===== src/rtl/crd_params.svh =====
// Purpose: Constants for the console register display select block
// Assumes: Included by bare name from the package and design files
// Notes: Codes are those driven on the select lines
`ifndef CRD_PARAMS_SVH
`define CRD_PARAMS_SVH

// ==========================================================
// Widths
`define CRD_DW 16
`define CRD_DSEL_W 3
`define CRD_ASEL_W 2

// ==========================================================
// Data display select codes
`define CRD_DSEL_BUSY 3'h7
`define CRD_DSEL_SCAN 3'h4
`define CRD_DSEL_FETCH1 3'h3
`define CRD_DSEL_FETCH2 3'h5
`define CRD_DSEL_TICK 3'h6
`define CRD_DSEL_GRP2CNT 3'h1
`define CRD_DSEL_CONSOLE 3'h3
`define CRD_DSEL_ARITH 3'h0
`define CRD_DSEL_NONE 3'h2

// ==========================================================
// Address display select codes, active low on the lines
`define CRD_ASEL_STORAGE 2'h1
`define CRD_ASEL_MICRO 2'h2
`define CRD_ASEL_CONSOLE 2'h3
`define CRD_ASEL_ERROR 2'h0

// ==========================================================
// Register map, word offsets in bytes
`define CRD_OFF_DSEL 32'h0000_0000
`define CRD_OFF_ASEL 32'h0000_0004
`define CRD_OFF_STAT 32'h0000_0008
`define CRD_OFF_DATA 32'h0000_000c
`define CRD_OFF_ADDR 32'h0000_0010
`define CRD_ADDR_LSB 2
`define CRD_ADDR_MSB 4

// ==========================================================
// Selector position field widths and reset values
`define CRD_DPOS_W 4
`define CRD_APOS_W 2
`define CRD_DPOS_RST 4'h0
`define CRD_APOS_RST 2'h0
`define CRD_ZERO16 16'h0000
`define CRD_ZERO32 32'h0000_0000

`endif


===== src/rtl/crd_pkg.sv =====
// Purpose: Types for the console register display select block
// Assumes: crd_params.svh holds the numeric constants
// Notes: Position codes are local encodings of the selector knobs
`default_nettype none
`include "crd_params.svh"

package crd_pkg;
    // ======================================================
    // Data selector positions
    typedef enum logic [3:0] {
        CRD_DP_OFF = 4'h0,
        CRD_DP_BUSY = 4'h1,
        CRD_DP_TICK = 4'h2,
        CRD_DP_FETCH1 = 4'h3,
        CRD_DP_FETCH2 = 4'h4,
        CRD_DP_SCAN = 4'h5,
        CRD_DP_CONSOLE = 4'h6,
        CRD_DP_GRP2CNT = 4'h7,
        CRD_DP_LATCH = 4'h8,
        CRD_DP_OPA = 4'h9,
        CRD_DP_OPB = 4'ha,
        CRD_DP_SUM = 4'hb
    } crd_dpos_e;

    // ======================================================
    // Address selector positions
    typedef enum logic [1:0] {
        CRD_AP_STORAGE = 2'h0,
        CRD_AP_MICRO = 2'h1,
        CRD_AP_CONSOLE = 2'h2,
        CRD_AP_ERROR = 2'h3
    } crd_apos_e;

    typedef logic [`CRD_DW-1:0] crd_word_t;
endpackage

`default_nettype wire


===== src/rtl/crd_addr_encoder.sv =====
// Purpose: Encode address selector position into the display select code
// Assumes: Code is carried active low on the select lines
// Notes: Purely combinational
`timescale 1ns/1ps
`default_nettype none
`include "crd_params.svh"

module crd_addr_encoder (
    input wire crd_pkg::crd_apos_e pos_i,
    input wire logic maint_i,
    output logic [`CRD_ASEL_W-1:0] code_n_o,
    output logic valid_o
);
    import crd_pkg::*;

    always_comb begin
        valid_o = 1'b1;
        unique case (pos_i)
            CRD_AP_STORAGE: code_n_o = `CRD_ASEL_STORAGE;
            CRD_AP_MICRO: code_n_o = `CRD_ASEL_MICRO;
            CRD_AP_CONSOLE: code_n_o = `CRD_ASEL_CONSOLE;
            CRD_AP_ERROR: code_n_o = `CRD_ASEL_ERROR;
        endcase
        if (!maint_i &&
            (pos_i == CRD_AP_MICRO || pos_i == CRD_AP_ERROR)) begin
            valid_o = 1'b0;
        end
    end
endmodule // crd_addr_encoder

`default_nettype wire


===== src/rtl/crd_data_encoder.sv =====
// Purpose: Encode data selector position into the display select code
// Assumes: Position qualified here by the maintenance input
// Notes: Purely combinational
`timescale 1ns/1ps
`default_nettype none
`include "crd_params.svh"

module crd_data_encoder (
    input wire crd_pkg::crd_dpos_e pos_i,
    input wire logic maint_i,
    output logic [`CRD_DSEL_W-1:0] code_o,
    output logic arith_sel_o,
    output logic valid_o
);
    import crd_pkg::*;

    // ======================================================
    // Maintenance gating
    function automatic logic maint_only(input crd_dpos_e p);
        maint_only = (p != CRD_DP_BUSY) && (p != CRD_DP_CONSOLE);
    endfunction

    always_comb begin
        arith_sel_o = 1'b0;
        valid_o = 1'b1;
        code_o = `CRD_DSEL_NONE;
        if (maint_only(pos_i) && !maint_i) begin
            valid_o = 1'b0;
        end else begin
            unique case (pos_i)
                CRD_DP_BUSY: code_o = `CRD_DSEL_BUSY;
                CRD_DP_TICK: code_o = `CRD_DSEL_TICK;
                CRD_DP_FETCH1: code_o = `CRD_DSEL_FETCH1;
                CRD_DP_FETCH2: code_o = `CRD_DSEL_FETCH2;
                CRD_DP_SCAN: code_o = `CRD_DSEL_SCAN;
                CRD_DP_CONSOLE: code_o = `CRD_DSEL_CONSOLE;
                CRD_DP_GRP2CNT: code_o = `CRD_DSEL_GRP2CNT;
                CRD_DP_LATCH, CRD_DP_OPA, CRD_DP_OPB, CRD_DP_SUM: begin
                    code_o = `CRD_DSEL_ARITH;
                    arith_sel_o = 1'b1;
                end
                default: valid_o = 1'b0;
            endcase
        end
    end
endmodule // crd_data_encoder

`default_nettype wire


===== src/rtl/crd_display_select.sv =====
// Purpose: Console register display select path with AHB-Lite access
// Assumes: Selector positions come from registers written over the bus
// Notes: Display outputs are registered, one cycle behind the sources
//
// Function
// - Data selector offers busy, tick, fetch, scan, console, counter, arith.
// - Address selector offers storage, micro, console and error addresses.
// - Group-two positions pass an eight-input encoder to a three-bit code.
// - One shared signal marks any arithmetic choice and comes from the encoder.
// - Busy 7, scan 4, fetch 3 and 5, tick 6, counter 1, console 3, arith 0.
// - Data multiplexer takes sixteen lines per source plus the fan-out.
// - Arithmetic contents reach the display only in a null condition.
// - The arithmetic gate is the null read signal and the null state flag.
// - During scan or read a second multiplexer shows store or jump table.
// - For console display, outside scan or read, the second multiplexer passes the first.
// - Address positions give a two-bit active-low code to a 16-line mux.
// - Address codes: storage 01, console 11, error 00, micro upper bit 1.
// - The selected address value drives the address display lines.
// - Positions other than busy, console, storage need maintenance mode.
// - Outside maintenance mode those positions select nothing.
`timescale 1ns/1ps
`default_nettype none
`include "crd_params.svh"

module crd_display_select (
    input wire logic clk_i,
    input wire logic rst_i,
    // AHB-Lite slave
    input wire logic hsel_i,
    input wire logic [31:0] haddr_i,
    input wire logic [1:0] htrans_i,
    input wire logic hwrite_i,
    input wire logic [2:0] hsize_i,
    input wire logic [31:0] hwdata_i,
    input wire logic hready_i,
    output logic [31:0] hrdata_o,
    output logic hreadyout_o,
    output logic hresp_o,
    // Panel mode and scan control
    input wire logic maint_mode_i,
    input wire logic scan_read_active_i,
    input wire logic table_source_select_i,
    // Arbitration network
    input wire logic null_read_signal_i,
    input wire logic null_state_flag_i,
    // Group-two registers
    input wire crd_pkg::crd_word_t busy_active_i,
    input wire crd_pkg::crd_word_t tick_counter_i,
    input wire crd_pkg::crd_word_t fetch1_i,
    input wire crd_pkg::crd_word_t fetch2_i,
    input wire crd_pkg::crd_word_t scan_reg_i,
    input wire crd_pkg::crd_word_t console_data_i,
    input wire crd_pkg::crd_word_t group_two_counter_i,
    // Arithmetic unit
    input wire crd_pkg::crd_word_t data_latch_i,
    input wire crd_pkg::crd_word_t operand_a_i,
    input wire crd_pkg::crd_word_t operand_b_i,
    // Second multiplexer sources
    input wire crd_pkg::crd_word_t control_store_i,
    input wire crd_pkg::crd_word_t jump_table_i,
    // Address registers
    input wire crd_pkg::crd_word_t storage_addr_i,
    input wire crd_pkg::crd_word_t micro_addr_i,
    input wire crd_pkg::crd_word_t console_addr_i,
    input wire crd_pkg::crd_word_t error_capture_address_i,
    // Panel indicators
    output logic [`CRD_DW-1:0] data_display_o,
    output logic [`CRD_DW-1:0] address_display_lines_o,
    output logic [`CRD_DSEL_W-1:0] data_display_select_code_o,
    output logic [`CRD_ASEL_W-1:0] address_display_select_code_n_o,
    output logic arith_quantity_selected_o,
    output logic arith_display_gate_o
);
    import crd_pkg::*;

    // ======================================================
    // Bus slave state
    logic [`CRD_DPOS_W-1:0] dpos_reg;
    logic [`CRD_APOS_W-1:0] apos_reg;
    logic wr_pend_reg;
    logic rd_pend_reg;
    logic [2:0] idx_reg;
    logic [31:0] rdata_reg;
    crd_word_t data_disp_reg;
    crd_word_t addr_disp_reg;
    crd_word_t arith_fanout;
    crd_word_t first_mux;
    crd_word_t second_mux;
    crd_word_t addr_mux;
    logic [`CRD_DSEL_W-1:0] dsel_code;
    logic [`CRD_ASEL_W-1:0] asel_code_n;
    logic arith_sel;
    logic dsel_valid;
    logic asel_valid;
    logic gate;
    logic addr_phase;
    crd_dpos_e dpos;
    crd_apos_e apos;

    // Word index from a byte address
    function automatic logic [2:0] word_idx(input logic [31:0] a);
        word_idx = a[`CRD_ADDR_MSB:`CRD_ADDR_LSB];
    endfunction

    assign addr_phase = hsel_i && htrans_i[1] && hready_i;
    assign hreadyout_o = 1'b1;
    assign hresp_o = 1'b0;
    assign hrdata_o = rdata_reg;

    // Unknown position codes fall back to off
    assign dpos = (dpos_reg > 4'(CRD_DP_SUM)) ? CRD_DP_OFF
                                              : crd_dpos_e'(dpos_reg);
    assign apos = crd_apos_e'(apos_reg);

    // ======================================================
    // Address phase capture
    always_ff @(posedge clk_i or posedge rst_i) begin
        if (rst_i) begin
            wr_pend_reg <= 1'b0;
            rd_pend_reg <= 1'b0;
            idx_reg <= 3'h0;
        end else begin
            wr_pend_reg <= addr_phase && hwrite_i;
            rd_pend_reg <= addr_phase && !hwrite_i;
            if (addr_phase) begin
                idx_reg <= word_idx(haddr_i);
            end
        end
    end

    // ======================================================
    // Selector position registers
    always_ff @(posedge clk_i or posedge rst_i) begin
        if (rst_i) begin
            dpos_reg <= `CRD_DPOS_RST;
            apos_reg <= `CRD_APOS_RST;
        end else if (wr_pend_reg) begin
            if (idx_reg == word_idx(`CRD_OFF_DSEL)) begin
                dpos_reg <= hwdata_i[`CRD_DPOS_W-1:0];
            end
            if (idx_reg == word_idx(`CRD_OFF_ASEL)) begin
                apos_reg <= hwdata_i[`CRD_APOS_W-1:0];
            end
        end
    end

    // ======================================================
    // Read data, sampled in the address phase
    always_ff @(posedge clk_i or posedge rst_i) begin
        if (rst_i) begin
            rdata_reg <= `CRD_ZERO32;
        end else if (addr_phase && !hwrite_i) begin
            unique case (word_idx(haddr_i))
                word_idx(`CRD_OFF_DSEL):
                    rdata_reg <= {28'h0, dpos_reg};
                word_idx(`CRD_OFF_ASEL):
                    rdata_reg <= {30'h0, apos_reg};
                word_idx(`CRD_OFF_STAT):
                    rdata_reg <= {22'h0, gate, arith_sel, asel_valid,
                                  dsel_valid, asel_code_n, 1'b0,
                                  dsel_code};
                word_idx(`CRD_OFF_DATA):
                    rdata_reg <= {16'h0, data_disp_reg};
                word_idx(`CRD_OFF_ADDR):
                    rdata_reg <= {16'h0, addr_disp_reg};
                default: rdata_reg <= `CRD_ZERO32;
            endcase
        end
    end

    // ======================================================
    // Encoders
    crd_data_encoder u_denc (
        .pos_i(dpos),
        .maint_i(maint_mode_i),
        .code_o(dsel_code),
        .arith_sel_o(arith_sel),
        .valid_o(dsel_valid)
    );

    crd_addr_encoder u_aenc (
        .pos_i(apos),
        .maint_i(maint_mode_i),
        .code_n_o(asel_code_n),
        .valid_o(asel_valid)
    );

    // ======================================================
    // Arithmetic fan-out, gated by the null condition
    assign gate = null_read_signal_i && null_state_flag_i;

    always_comb begin
        arith_fanout = `CRD_ZERO16;
        if (gate && arith_sel) begin
            unique case (dpos)
                CRD_DP_LATCH: arith_fanout = data_latch_i;
                CRD_DP_OPA: arith_fanout = operand_a_i;
                CRD_DP_OPB: arith_fanout = operand_b_i;
                CRD_DP_SUM: arith_fanout = operand_a_i + operand_b_i;
                default: arith_fanout = `CRD_ZERO16;
            endcase
        end
    end

    // ======================================================
    // Data multiplexers
    always_comb begin
        first_mux = `CRD_ZERO16;
        if (dsel_valid) begin
            unique case (dsel_code)
                `CRD_DSEL_BUSY: first_mux = busy_active_i;
                `CRD_DSEL_TICK: first_mux = tick_counter_i;
                `CRD_DSEL_FETCH2: first_mux = fetch2_i;
                `CRD_DSEL_SCAN: first_mux = scan_reg_i;
                `CRD_DSEL_GRP2CNT: first_mux = group_two_counter_i;
                `CRD_DSEL_ARITH: first_mux = arith_fanout;
                // Fetch one and console share a code
                `CRD_DSEL_FETCH1:
                    first_mux = (dpos == CRD_DP_CONSOLE) ? console_data_i
                                                         : fetch1_i;
                default: first_mux = `CRD_ZERO16;
            endcase
        end
    end

    always_comb begin
        if (scan_read_active_i) begin
            second_mux = table_source_select_i ? control_store_i
                                               : jump_table_i;
        end else begin
            second_mux = first_mux;
        end
    end

    // ======================================================
    // Address multiplexer
    always_comb begin
        addr_mux = `CRD_ZERO16;
        if (asel_valid) begin
            unique case (asel_code_n)
                `CRD_ASEL_STORAGE: addr_mux = storage_addr_i;
                `CRD_ASEL_MICRO: addr_mux = micro_addr_i;
                `CRD_ASEL_CONSOLE: addr_mux = console_addr_i;
                `CRD_ASEL_ERROR: addr_mux = error_capture_address_i;
            endcase
        end
    end

    // ======================================================
    // Indicator registers
    always_ff @(posedge clk_i or posedge rst_i) begin
        if (rst_i) begin
            data_disp_reg <= `CRD_ZERO16;
            addr_disp_reg <= `CRD_ZERO16;
        end else begin
            data_disp_reg <= second_mux;
            addr_disp_reg <= addr_mux;
        end
    end

    assign data_display_o = data_disp_reg;
    assign address_display_lines_o = addr_disp_reg;
    assign data_display_select_code_o = dsel_code;
    assign address_display_select_code_n_o = asel_code_n;
    assign arith_quantity_selected_o = arith_sel;
    assign arith_display_gate_o = gate && arith_sel;

    // Only the low word bits decode; upper address bits alias
    logic unused_ok;
    assign unused_ok = ^{hsize_i, htrans_i[0], rd_pend_reg};
endmodule // crd_display_select

`default_nettype wire


===== config.mk =====
export PLATFORM = sky130hd
export DESIGN_NAME = crd_display_select
export DESIGN_NICKNAME = d
export VERILOG_FILES = /design/src/rtl/crd_pkg.sv /design/src/rtl/crd_addr_encoder.sv /design/src/rtl/crd_data_encoder.sv /design/src/rtl/crd_display_select.sv
export VERILOG_INCLUDE_DIRS = /design/src /design/src/rtl
export SDC_FILE = /design/constraint.sdc
export NUM_CORES = 1
export LEC_CHECK = 0
export BUFFER_PORTS_ARGS = -buffer_cell sky130_fd_sc_hd__buf_2
export CORE_AREA = 3 3 157 159
export DETAILED_ROUTE_END_ITERATION = 7
export DIE_AREA = 0 0 160 162
export HOLD_SLACK_MARGIN = 0.02
export SYNTH_ARGS = -nofsm -noshare
export SYNTH_HDL_FRONTEND = slang
export SYNTH_SLANG_ARGS = --single-unit

===== constraint.sdc =====
create_clock -name clk_i -period 3.94 [get_ports clk_i]
set_clock_uncertainty 0.05 [all_clocks]
set_input_delay 0.197 -clock clk_i [delete_from_list [all_inputs] [get_ports clk_i]]
set_output_delay 0.197 -clock clk_i [all_outputs]
set_load 0.01 [all_outputs]

# After elaboration in Yosys (flattened, before gate mapping)

Cells that the tools add are included.

Muxes and demuxes: 19
Div/mod/pow operators: 0
Bitwise logic cells: 0
Reduce and logical (&&, ||, !) cells: 22
Multipliers: 0
Order comparisons: 1
$add $sub $neg: 1
Eq/ne operators: 30
Shift operators: 0

Operators by type and width:

| cell                                                                     | number |
|---|---|
| 16-bit one-hot mux with 4 select lines                                   | 2 |
| 16-bit one-hot mux with 7 select lines                                   | 1 |
| 16-bit 2-to-1 mux                                                        | 6 |
| 16-bit one-hot mux with 5 select lines                                   | 1 |
| 3-bit one-hot mux with 7 select lines                                    | 1 |
| 16-bit adder                                                             | 1 |
| 4-bit by 3-bit equality test with 1-bit output (second input constant)   | 4 |
| 4-bit equality test (second input constant)                              | 4 |
| 3-bit equality test (second input constant)                              | 5 |
| 11-bit OR reduction                                                      | 1 |
| 3-bit by 1-bit equality test with 1-bit output (second input constant)   | 3 |
| 3-bit by 2-bit equality test with 1-bit output (second input constant)   | 3 |
| 1-bit logical AND                                                        | 9 |
| 3-bit zero test                                                          | 3 |
| 2-bit equality test (second input constant)                              | 4 |
| 4-bit by 2-bit equality test with 1-bit output (second input constant)   | 2 |
| 2-bit one-hot mux with 4 select lines                                    | 1 |
| 1-bit 2-to-1 mux                                                         | 5 |
| 2-bit by 1-bit equality test with 1-bit output (second input constant)   | 2 |
| 4-bit by 1-bit equality test with 1-bit output (second input constant)   | 1 |
| 4-bit greater-than comparator (second input constant)                    | 1 |
| 2-bit zero test                                                          | 2 |
| 4-bit 2-to-1 mux                                                         | 1 |
| 4-bit by 1-bit inequality test with 1-bit output (second input constant) | 1 |
| other kinds (7)                                                          | 9 |

Word-level logic and storage cells: 80
Input bits: 335
Register bits after elaboration: 74
ROM bits: 0
Bits in latches: 0
Output and inout bits: 73
Memory bits (writable): 0
Memories: 0

# Depth between registers and ports, before layout

Gate-level depths: netlist of run 1.

Depth in word-level cells: 11
Mapped depth: 12
Gate-level depth less buffers: 10

# Cells and area by module

From an unflattened synthesis of run 1, not the netlist that was laid out.

Cell total of the unflattened synthesis: 598
Area, all modules: 5567.8 µm²

By module, submodules not included:

| module             | area an instance (µm²) | sequential area each (µm²) | instances | cells an instance |
|---|---|---|---|---|
| crd_display_select | 5351.4                 | 1451.4                     | 1         | 569 |
| crd_data_encoder   | 145.1                  | 0.0                        | 1         | 21 |
| crd_addr_encoder   | 71.3                   | 0.0                        | 1         | 8 |

# Worst setup path after synthesis of run 1

OpenSTA, ideal clock, no wires.

Path type: reg-to-reg
Start: register dpos_reg[3]
End: register data_disp_reg[12], in the netlist data_display_o[12]
Buffers on the path: 2
Cell stages (with the launch flop): 11
Path slack: 1.486 ns
Arrival time: 2.278 ns
Period minus slack after synthesis: 2.454 ns
Setup time: 0.126 ns
Data required time: 3.764 ns
Path through: dfrtp_1 inv_1 ha_1 buf_2 nor3b_4 buf_4 mux2_1 a222oi_1 nor3_1 nor3_1 o21ai_1

Longest elaborated chain between the ends: 11
Elaborated cells on any way between the ends: 40
Classes of those cells: 1 x order compare; 19 x eq/ne; 13 x mux; 7 x reduce/logical

Ends and longest elaborated chain:

| element                                                                        | RTL line                  | source |
|---|---|---|
| start, declared                                                                | crd_display_select.sv:78  | `` logic [`CRD_DPOS_W-1:0] dpos_reg; `` |
| start signal, assigned                                                         | crd_display_select.sv:135 | `` dpos_reg <= `CRD_DPOS_RST; `` |
| start signal, assigned                                                         | crd_display_select.sv:139 | `` dpos_reg <= hwdata_i[`CRD_DPOS_W-1:0]; `` |
| 4-bit greater-than comparator                                                  | crd_display_select.sv:111 | `assign dpos = (dpos_reg > 4'(CRD_DP_SUM)) ? CRD_DP_OFF` |
| 4-bit 2-to-1 mux *                                                             | crd_display_select.sv:111 |  |
| branches (longest 7 deep; another with 16-bit one-hot mux with 7 select lines) | n/a                       |  |
| 16-bit 2-to-1 mux *                                                            | crd_display_select.sv:209 | `if (dsel_valid) begin` |
| 16-bit 2-to-1 mux *                                                            | crd_display_select.sv:227 | `if (scan_read_active_i) begin` |
| via second_mux[12]                                                             | crd_display_select.sv:88  | `crd_word_t second_mux;` |
| end signal, assigned                                                           | crd_display_select.sv:253 | `` data_disp_reg <= `CRD_ZERO16; `` |
| end signal, assigned                                                           | crd_display_select.sv:256 | `data_disp_reg <= second_mux;` |
| end, declared                                                                  | crd_display_select.sv:84  | `crd_word_t data_disp_reg;` |

Mark *: on every way through the listed nets, which the timed path passes.
A chain may end at the register's enable or synchronous reset.

# Worst setup path in the final report of run 1

Start: register dpos_reg[3]
End: register data_disp_reg[2], in the netlist data_display_o[2]

The elaborated chain is that of the path after synthesis.

==> results of run 1 <==
[cells by family after synthesis]
kind of cell	share of synthesized area
xor gates and xnor gates	0.0176
DFF	0.265
adders and majority gates	0.0586
and+or+nand+nor	0.164
other	0.00137
buffers and inverters	0.0762
muxes	0.0986
AOI/OAI and AO/OA	0.318
[timing repair]
action	CTS	global route
gates resized for setup	0	0
hold endpoints to repair	1	0
hold buffers	1	0
endpoints found under the setup margin	0	0
[final timing paths]
check | slack, ns | endpoint | startpoint | cells after the start
max in group asynchronous | 3.29 | data_display_o[7] | rst_i | 3
setup / recovery | 0.68 | data_display_o[2] | dpos_reg[3] | 10
hold / removal | 0.04 | hrdata_o[0] | rst_i | 3
setup reg to reg | 0.68 | data_display_o[2] | dpos_reg[3] | 10
hold reg to reg | 0.42 | hrdata_o[12] | hrdata_o[12] | 2
min in group clk_i | 0.04 | dpos_reg[3] | hwdata_i[3] | 3
[metal layers]
layer | global-route usage | vias up | routed length, um
met5 | 0 | - | 34
met3 | 0.0278 | 32 | 1810
met1 | 0.276 | 3128 | 11900
li1 | - | 3089 | -
met4 | 0.0442 | 4 | 374
met2 | 0.294 | 302 | 12100
[worst max-delay path, delay by kind of cell (launching register included)]
family | cells | cell delay (ns)
flip-flops | 1 | 0.44
adder cells (fa/ha/maj) | 1 | 0.42
buffers and inverters | 2 | 0.43
AND/OR/NAND/NOR | 2 | 0.32
multiplexers | 1 | 0.38
AO/OA/AOI/OAI | 4 | 1.08
[cells in the final DEF (no fill, tap or decap), types with 3 or more instances in the layout]
cell type,Yosys,routed
buf_2,12,328
nor2_1,65,65
dfrtp_1,58,58
nand2_1,53,53
a21oi_1,52,52
a222oi_1,44,44
o21ai_0,33,33
mux2i_1,28,28
ha_1,24,24
conb_1,2,18
a22oi_1,17,17
inv_1,17,16
mux2_2,15,15
buf_4,20,13
a221o_1,11,11
nor3_1,11,10
nand3_1,9,9
a22o_1,9,9
clkbuf_16,0,9
o21ai_1,9,8
nand2b_1,8,8
nor2b_1,8,8
mux2_1,8,8
a21o_1,7,7
xnor2_1,6,6
o22ai_1,5,5
xor2_1,5,5
a2bb2oi_1,5,5
or3_1,4,4
o211ai_1,4,4
a221oi_1,4,4
nand3b_1,3,3
o31ai_1,3,3
and3_1,3,3
nor4_1,3,3
a32oi_1,3,3
a21boi_0,3,3
and2_1,3,3
o311ai_1,3,3
[report_power, final]
group / total [mW] / switching [mW] / internal [mW] / leakage, nW
clock network: 0.690 / 0.258 / 0.432 / 0.127
registers: 0.948 / 0.184 / 0.764 / 0.742
logic: 2.41 / 1.47 / 0.946 / 2.88
[cell type report]
class / instances / area [sq um]
diodes: 1 / 2.50
clock buffers: 11 / 243
clock inverters: 3 / 17.5
fillers: 2575 / 15800
inverters: 18 / 67.6
multi-input cells: 526 / 3670
flip-flops and latches: 58 / 1450
well taps: 319 / 399
repair buffers: 342 / 1750
==> results.md, run 1 <==
- Critical-path cell list: inv_1, ha_1, nand2b_4, a211oi_4, nor2_4, inv_2, mux2_2, a222oi_1, o21ai_1, o2bb2ai_1
- Ys flop type: dfrtp_1
- Hold crit path type: in2async
- Post-CTS setup buffers: 0
- IO Port Bufs: roughly 330
- # rows: between 50 and 60
- Placement Setup Slack: roughly 0.74 ns
- Grt ovf: 0
- Clk sink count: between 50 and 60
- Post-synth top cells: nor2_1 (65), dfrtp_1 (58), nand2_1 (53)
- Worst-Skew Late Latency: about 0.32 ns
- Non-Filler Instances: 1278
- Unrepaired setup endpoints after global routing: no
- Layout Utilization: 0.325
- CP max FO: 18
- DRT Pass-1 Iters: 8
- Status: complete, no violations
- PnR worst setup slack: 0.679 ns
- DP Wirelength: about 22 mm
- Max-capacitance violation count: 0
- Area delta synth->final: 39.0%
- Worst Tran Pin Value: 1.14 ns
- GPL Wtd Cong: a little over 0.9
- Final Critical Period: 3.26 ns
- Crit end category: flip-flop
- Die height: around 160 um
- Final WL: approximately 26 mm
- CP arrival: 3.40 ns
- Vias/cell: just over 5
- Final ANT Viol Nets: 0
- Core Area: 23400 sq um
- Synth area leader: dfrtp_1
- Worst path slowest cell: a211oi_4
- DR DRC count: 0
- CTS H-Tree Depth: 3
- Pin count of the biggest net entering global routing: 59
- Mapped Cells: 651
- Setup TNS Final: 0 ns
- TritonCTS clock tree: yes
- Clk pin slew, worst setup/hold paths: 0.05 ns
- Number of flops mapped to enable cells by yosys: 0
- Startpoint type of the worst setup path: flip-flop
- Final period util: 0.828
- Ys async rst share: 1.00
- Critical path type: reg2reg
- Global-route wire length before repair: 37.9 mm
- Vias in the first global route: between 6000 and 7000
- Placed cells: about 1300
- Share of the synthesized area in the top cell type: 0.265
- Post-Syn Area: ~5500 sq um
- Largest stage delay, worst path: roughly 0.46 ns
- Die Wd: approximately 160 um
- Synth Warn #: 0
- Layout cells sized above 1: 0.399
- Post-synthesis sequential area ratio: 0.265
- Die ar.: 25900 sq um
- Layout Nets: between 1000 and 1500
- Leak: 3.75 nW
- Final hold violation count: 0
- Antenna violations before repair: 3
- Cell variety after synth: between 70 and 80
- Slew Limit Fails: 0
- Worst path required time: between 4 and 5 ns
- Final hold slack: roughly 0.040 ns
- Relative slew slack: 0.232
- # IOs: 408
- Power, Total: 4.05 mW
- Root buf cell: clkbuf_16
- Cell Pwr Density: approximately 530 nW/um^2
- Most numerous cell in the Yosys netlist: nor2_1
- Final instance area: roughly 7600 sq um
- Via count: about 6600
- Post-Place Cell Area: between 7000 and 8000 sq um
- Number of synthesized register bits: between 50 and 60
- WL/cell: just over 20 um
- Finish-stage setup viols: 0
- Synth top area cells: dfrtp_1 (27%), a222oi_1 (8.1%), ha_1 (5.5%)
- Max Clk Rate: between 300 and 400 MHz
- GRT Total Usage: 0.189
- CTS buffer count: 9
- Initial core utilization: 0.234
- Peak supply drop: 0.196 mV
- Clock buffer depth: 2
- 1st-iter DRT viols: around 630
- Syn_area_per_cell: about 8.4 sq um
Power figures use the tool's default switching activity.
==> inputs of run 2 (changes only) <==
CORE_AREA = 3 3 156 158   (was 3 3 157 159)
DIE_AREA = 0 0 159 161   (was 0 0 160 162)
clock period = 3 ns   (was 3.94 ns; I/O delays follow)
==> run 2 against run 1 <==
The run now ends with DRC left; sequential power up 31%; count of clock-buffer cells in the layout up 1; sequential share of layout area shrank 0.71 points; critical endpoint is now data_display_o[0].
==> results.md, run 2 (synthesis gave the netlist of run 1 again) <==
- Status: finished with violations
- Violated checks: DRC
- DRT Pass-1 Iters: 8
- Relative slew slack: 0.496
- FF-to-FF path depth: 8
- Max Clk Rate: 353 MHz
- CP arrival: between 2 and 3 ns
- Final period util: 0.943
- Worst path required time: ~3.2 ns
- Critical path type: reg2reg
- 1st-iter DRT viols: about 800
- CP max FO: 16
- Clk sink count: just under 60
- Setup TNS Final: 0 ns
- # IOs: about 410
- Grt ovf: 0
- Most frequent cells in the layout: buf_2 (328), nor2_1 (65), dfrtp_1 (58), nand2_1 (53), a21oi_1 (51)
- Global-route wire length before repair: 39.0 mm
- Pin count of the biggest net entering global routing: 46
- Root buf cell: clkbuf_16
- Finish-stage setup viols: 0
- Startpoint type of the worst setup path: flip-flop
- Layout Nets: 1341
- Final instance area: roughly 7900 sq um
- TritonCTS clock tree: yes
- Hold Path Stages: 3
- Die height: around 160 um
- Layout cells sized above 1: 0.407
- Leak: between 3 and 4 nW
- Clk pin slew, worst setup/hold paths: around 0.050 ns
- Cell Pwr Density: roughly 700 nW/um^2
- Post-Place Cell Area: around 7500 sq um
- # rows: 56
- WL/cell: slightly above 20 um
- Core Area: roughly 23000 sq um
- Area delta synth->final: 44.4%
- Initial core utilization: 0.235
- Die ar.: 25600 sq um
- Final Critical Period: between 2 and 3 ns
- CTS buffer count: 9
- Worst Tran Pin Value: approximately 0.75 ns
- CTS H-Tree Depth: 3
- Antenna violations before repair: 2
- Worst-Skew Late Latency: between 0.3 and 0.4 ns
- GPL Wtd Cong: roughly 0.9
- Vias in the first global route: between 6000 and 7000
- Flop-to-flop setup slack: roughly 0.17 ns
- Clock buffer depth: 2
- Post-CTS setup buffers: 0
- DP Wirelength: 22.1 mm
- Final WL: 26.7 mm
- Die Wd: 159 um
- Max-capacitance violation count: 0
- Final hold violation count: 0
- Via count: 6692
- Hold crit path type: in2reg
- Peak supply drop: 0.267 mV
- Fillers: 2536
- Unrepaired setup endpoints after global routing: no
- Vias/cell: 5.13
- Most common cell after layout, fill and taps aside: buf_2
- Crit end category: flip-flop
- DR DRC count: 18
- Final ANT Viol Nets: 0
- IO Port Bufs: 328
- Slew Limit Fails: 0
- GRT Total Usage: 0.194
run 2: cell count changes in the layout (fill, tap and decap cells not counted):
cell and delta:
buf_4 +11, dlygate4sd3_1 +11, buf_12 +4, ha_1 -2, ha_2 +2, a21oi_1 -1, a21oi_2 +1, clkbuf_8 +1
clkinv_2 +1, clkinvlp_4 -1, inv_2 -1, inv_4 +1
run 2: path summary, 6_finish.rpt:
check                                  start                          to
worst max-delay path             dpos_reg[3]           data_display_o[0]
worst min-delay path             hwdata_i[1]                 dpos_reg[1]
worst max register to register   dpos_reg[3]           data_display_o[0]
worst min register to register  hrdata_o[13]                hrdata_o[13]
max in group asynchronous              rst_i          data_display_o[15]
min in group asynchronous              rst_i  address_display_lines_o[0]
run 2: stage by stage:
| stage | power [mW] | utilization | std cells | worst slack (ns) | hold WS, ns |
|---|---|---|---|---|---|
| global route | 5.96 | 0.339 | 1305 | 0.0774 | 0.0357 |
| floorplan | 3.23 | - | 667 | 0.546 | 0.217 |
| detailed placement | 4.63 | 0.322 | 1277 | 0.132 | 0.0646 |
| finish | 5.59 | 0.339 | 1305 | 0.171 | 0.0202 |
| global placement | 4.59 | 0.322 | 1277 | 0.153 | 0.0667 |
| CTS | 5.59 | 0.339 | 1304 | 0.107 | 0.0204 |
run 2: area by class of cell:
type                       instances  area (sq um)  share of cell area
tap                              319           399              0.0506
clock buffer                      12           256              0.0325
clock inverter                     3          15.0             0.00190
antenna                            1          2.50            0.000317
multi-input combinational        526          3680               0.466
sequential                        58          1450               0.184
timing repair buffer             368          2020               0.256
inverter                          18          70.1             0.00888
run 2: timing repair:
| item | CTS | global route |
|---|---|---|
| hold endpoints to repair | 24 | 0 |
| hold buffers | 12 | 0 |
| resized for setup | 0 | 4 |
| endpoints found under the setup margin | 0 | 5 |
run 2: critical path: stages, from the launching register on:
cell      delay [ns]
dfrtp_1         0.44
inv_1           0.10
ha_2            0.33
nor3b_4         0.29
buf_12          0.20
mux2_1          0.34
a222oi_1        0.38
mux2i_1         0.20
a221o_1         0.37
run 2: layer usage:
layer,up-vias,share of wire,GRT usage
li1,3147,-,-
met1,3186,0.46,0.290
met2,331,0.45,0.298
met3,26,0.073,0.0349
met4,2,0.010,0.0287
met5,-,0.00030,0
run 2: power by group:
part	internal, mW	switching [mW]
sequential	1.00	0.236
clock	0.594	0.349
combinational	1.41	2.00
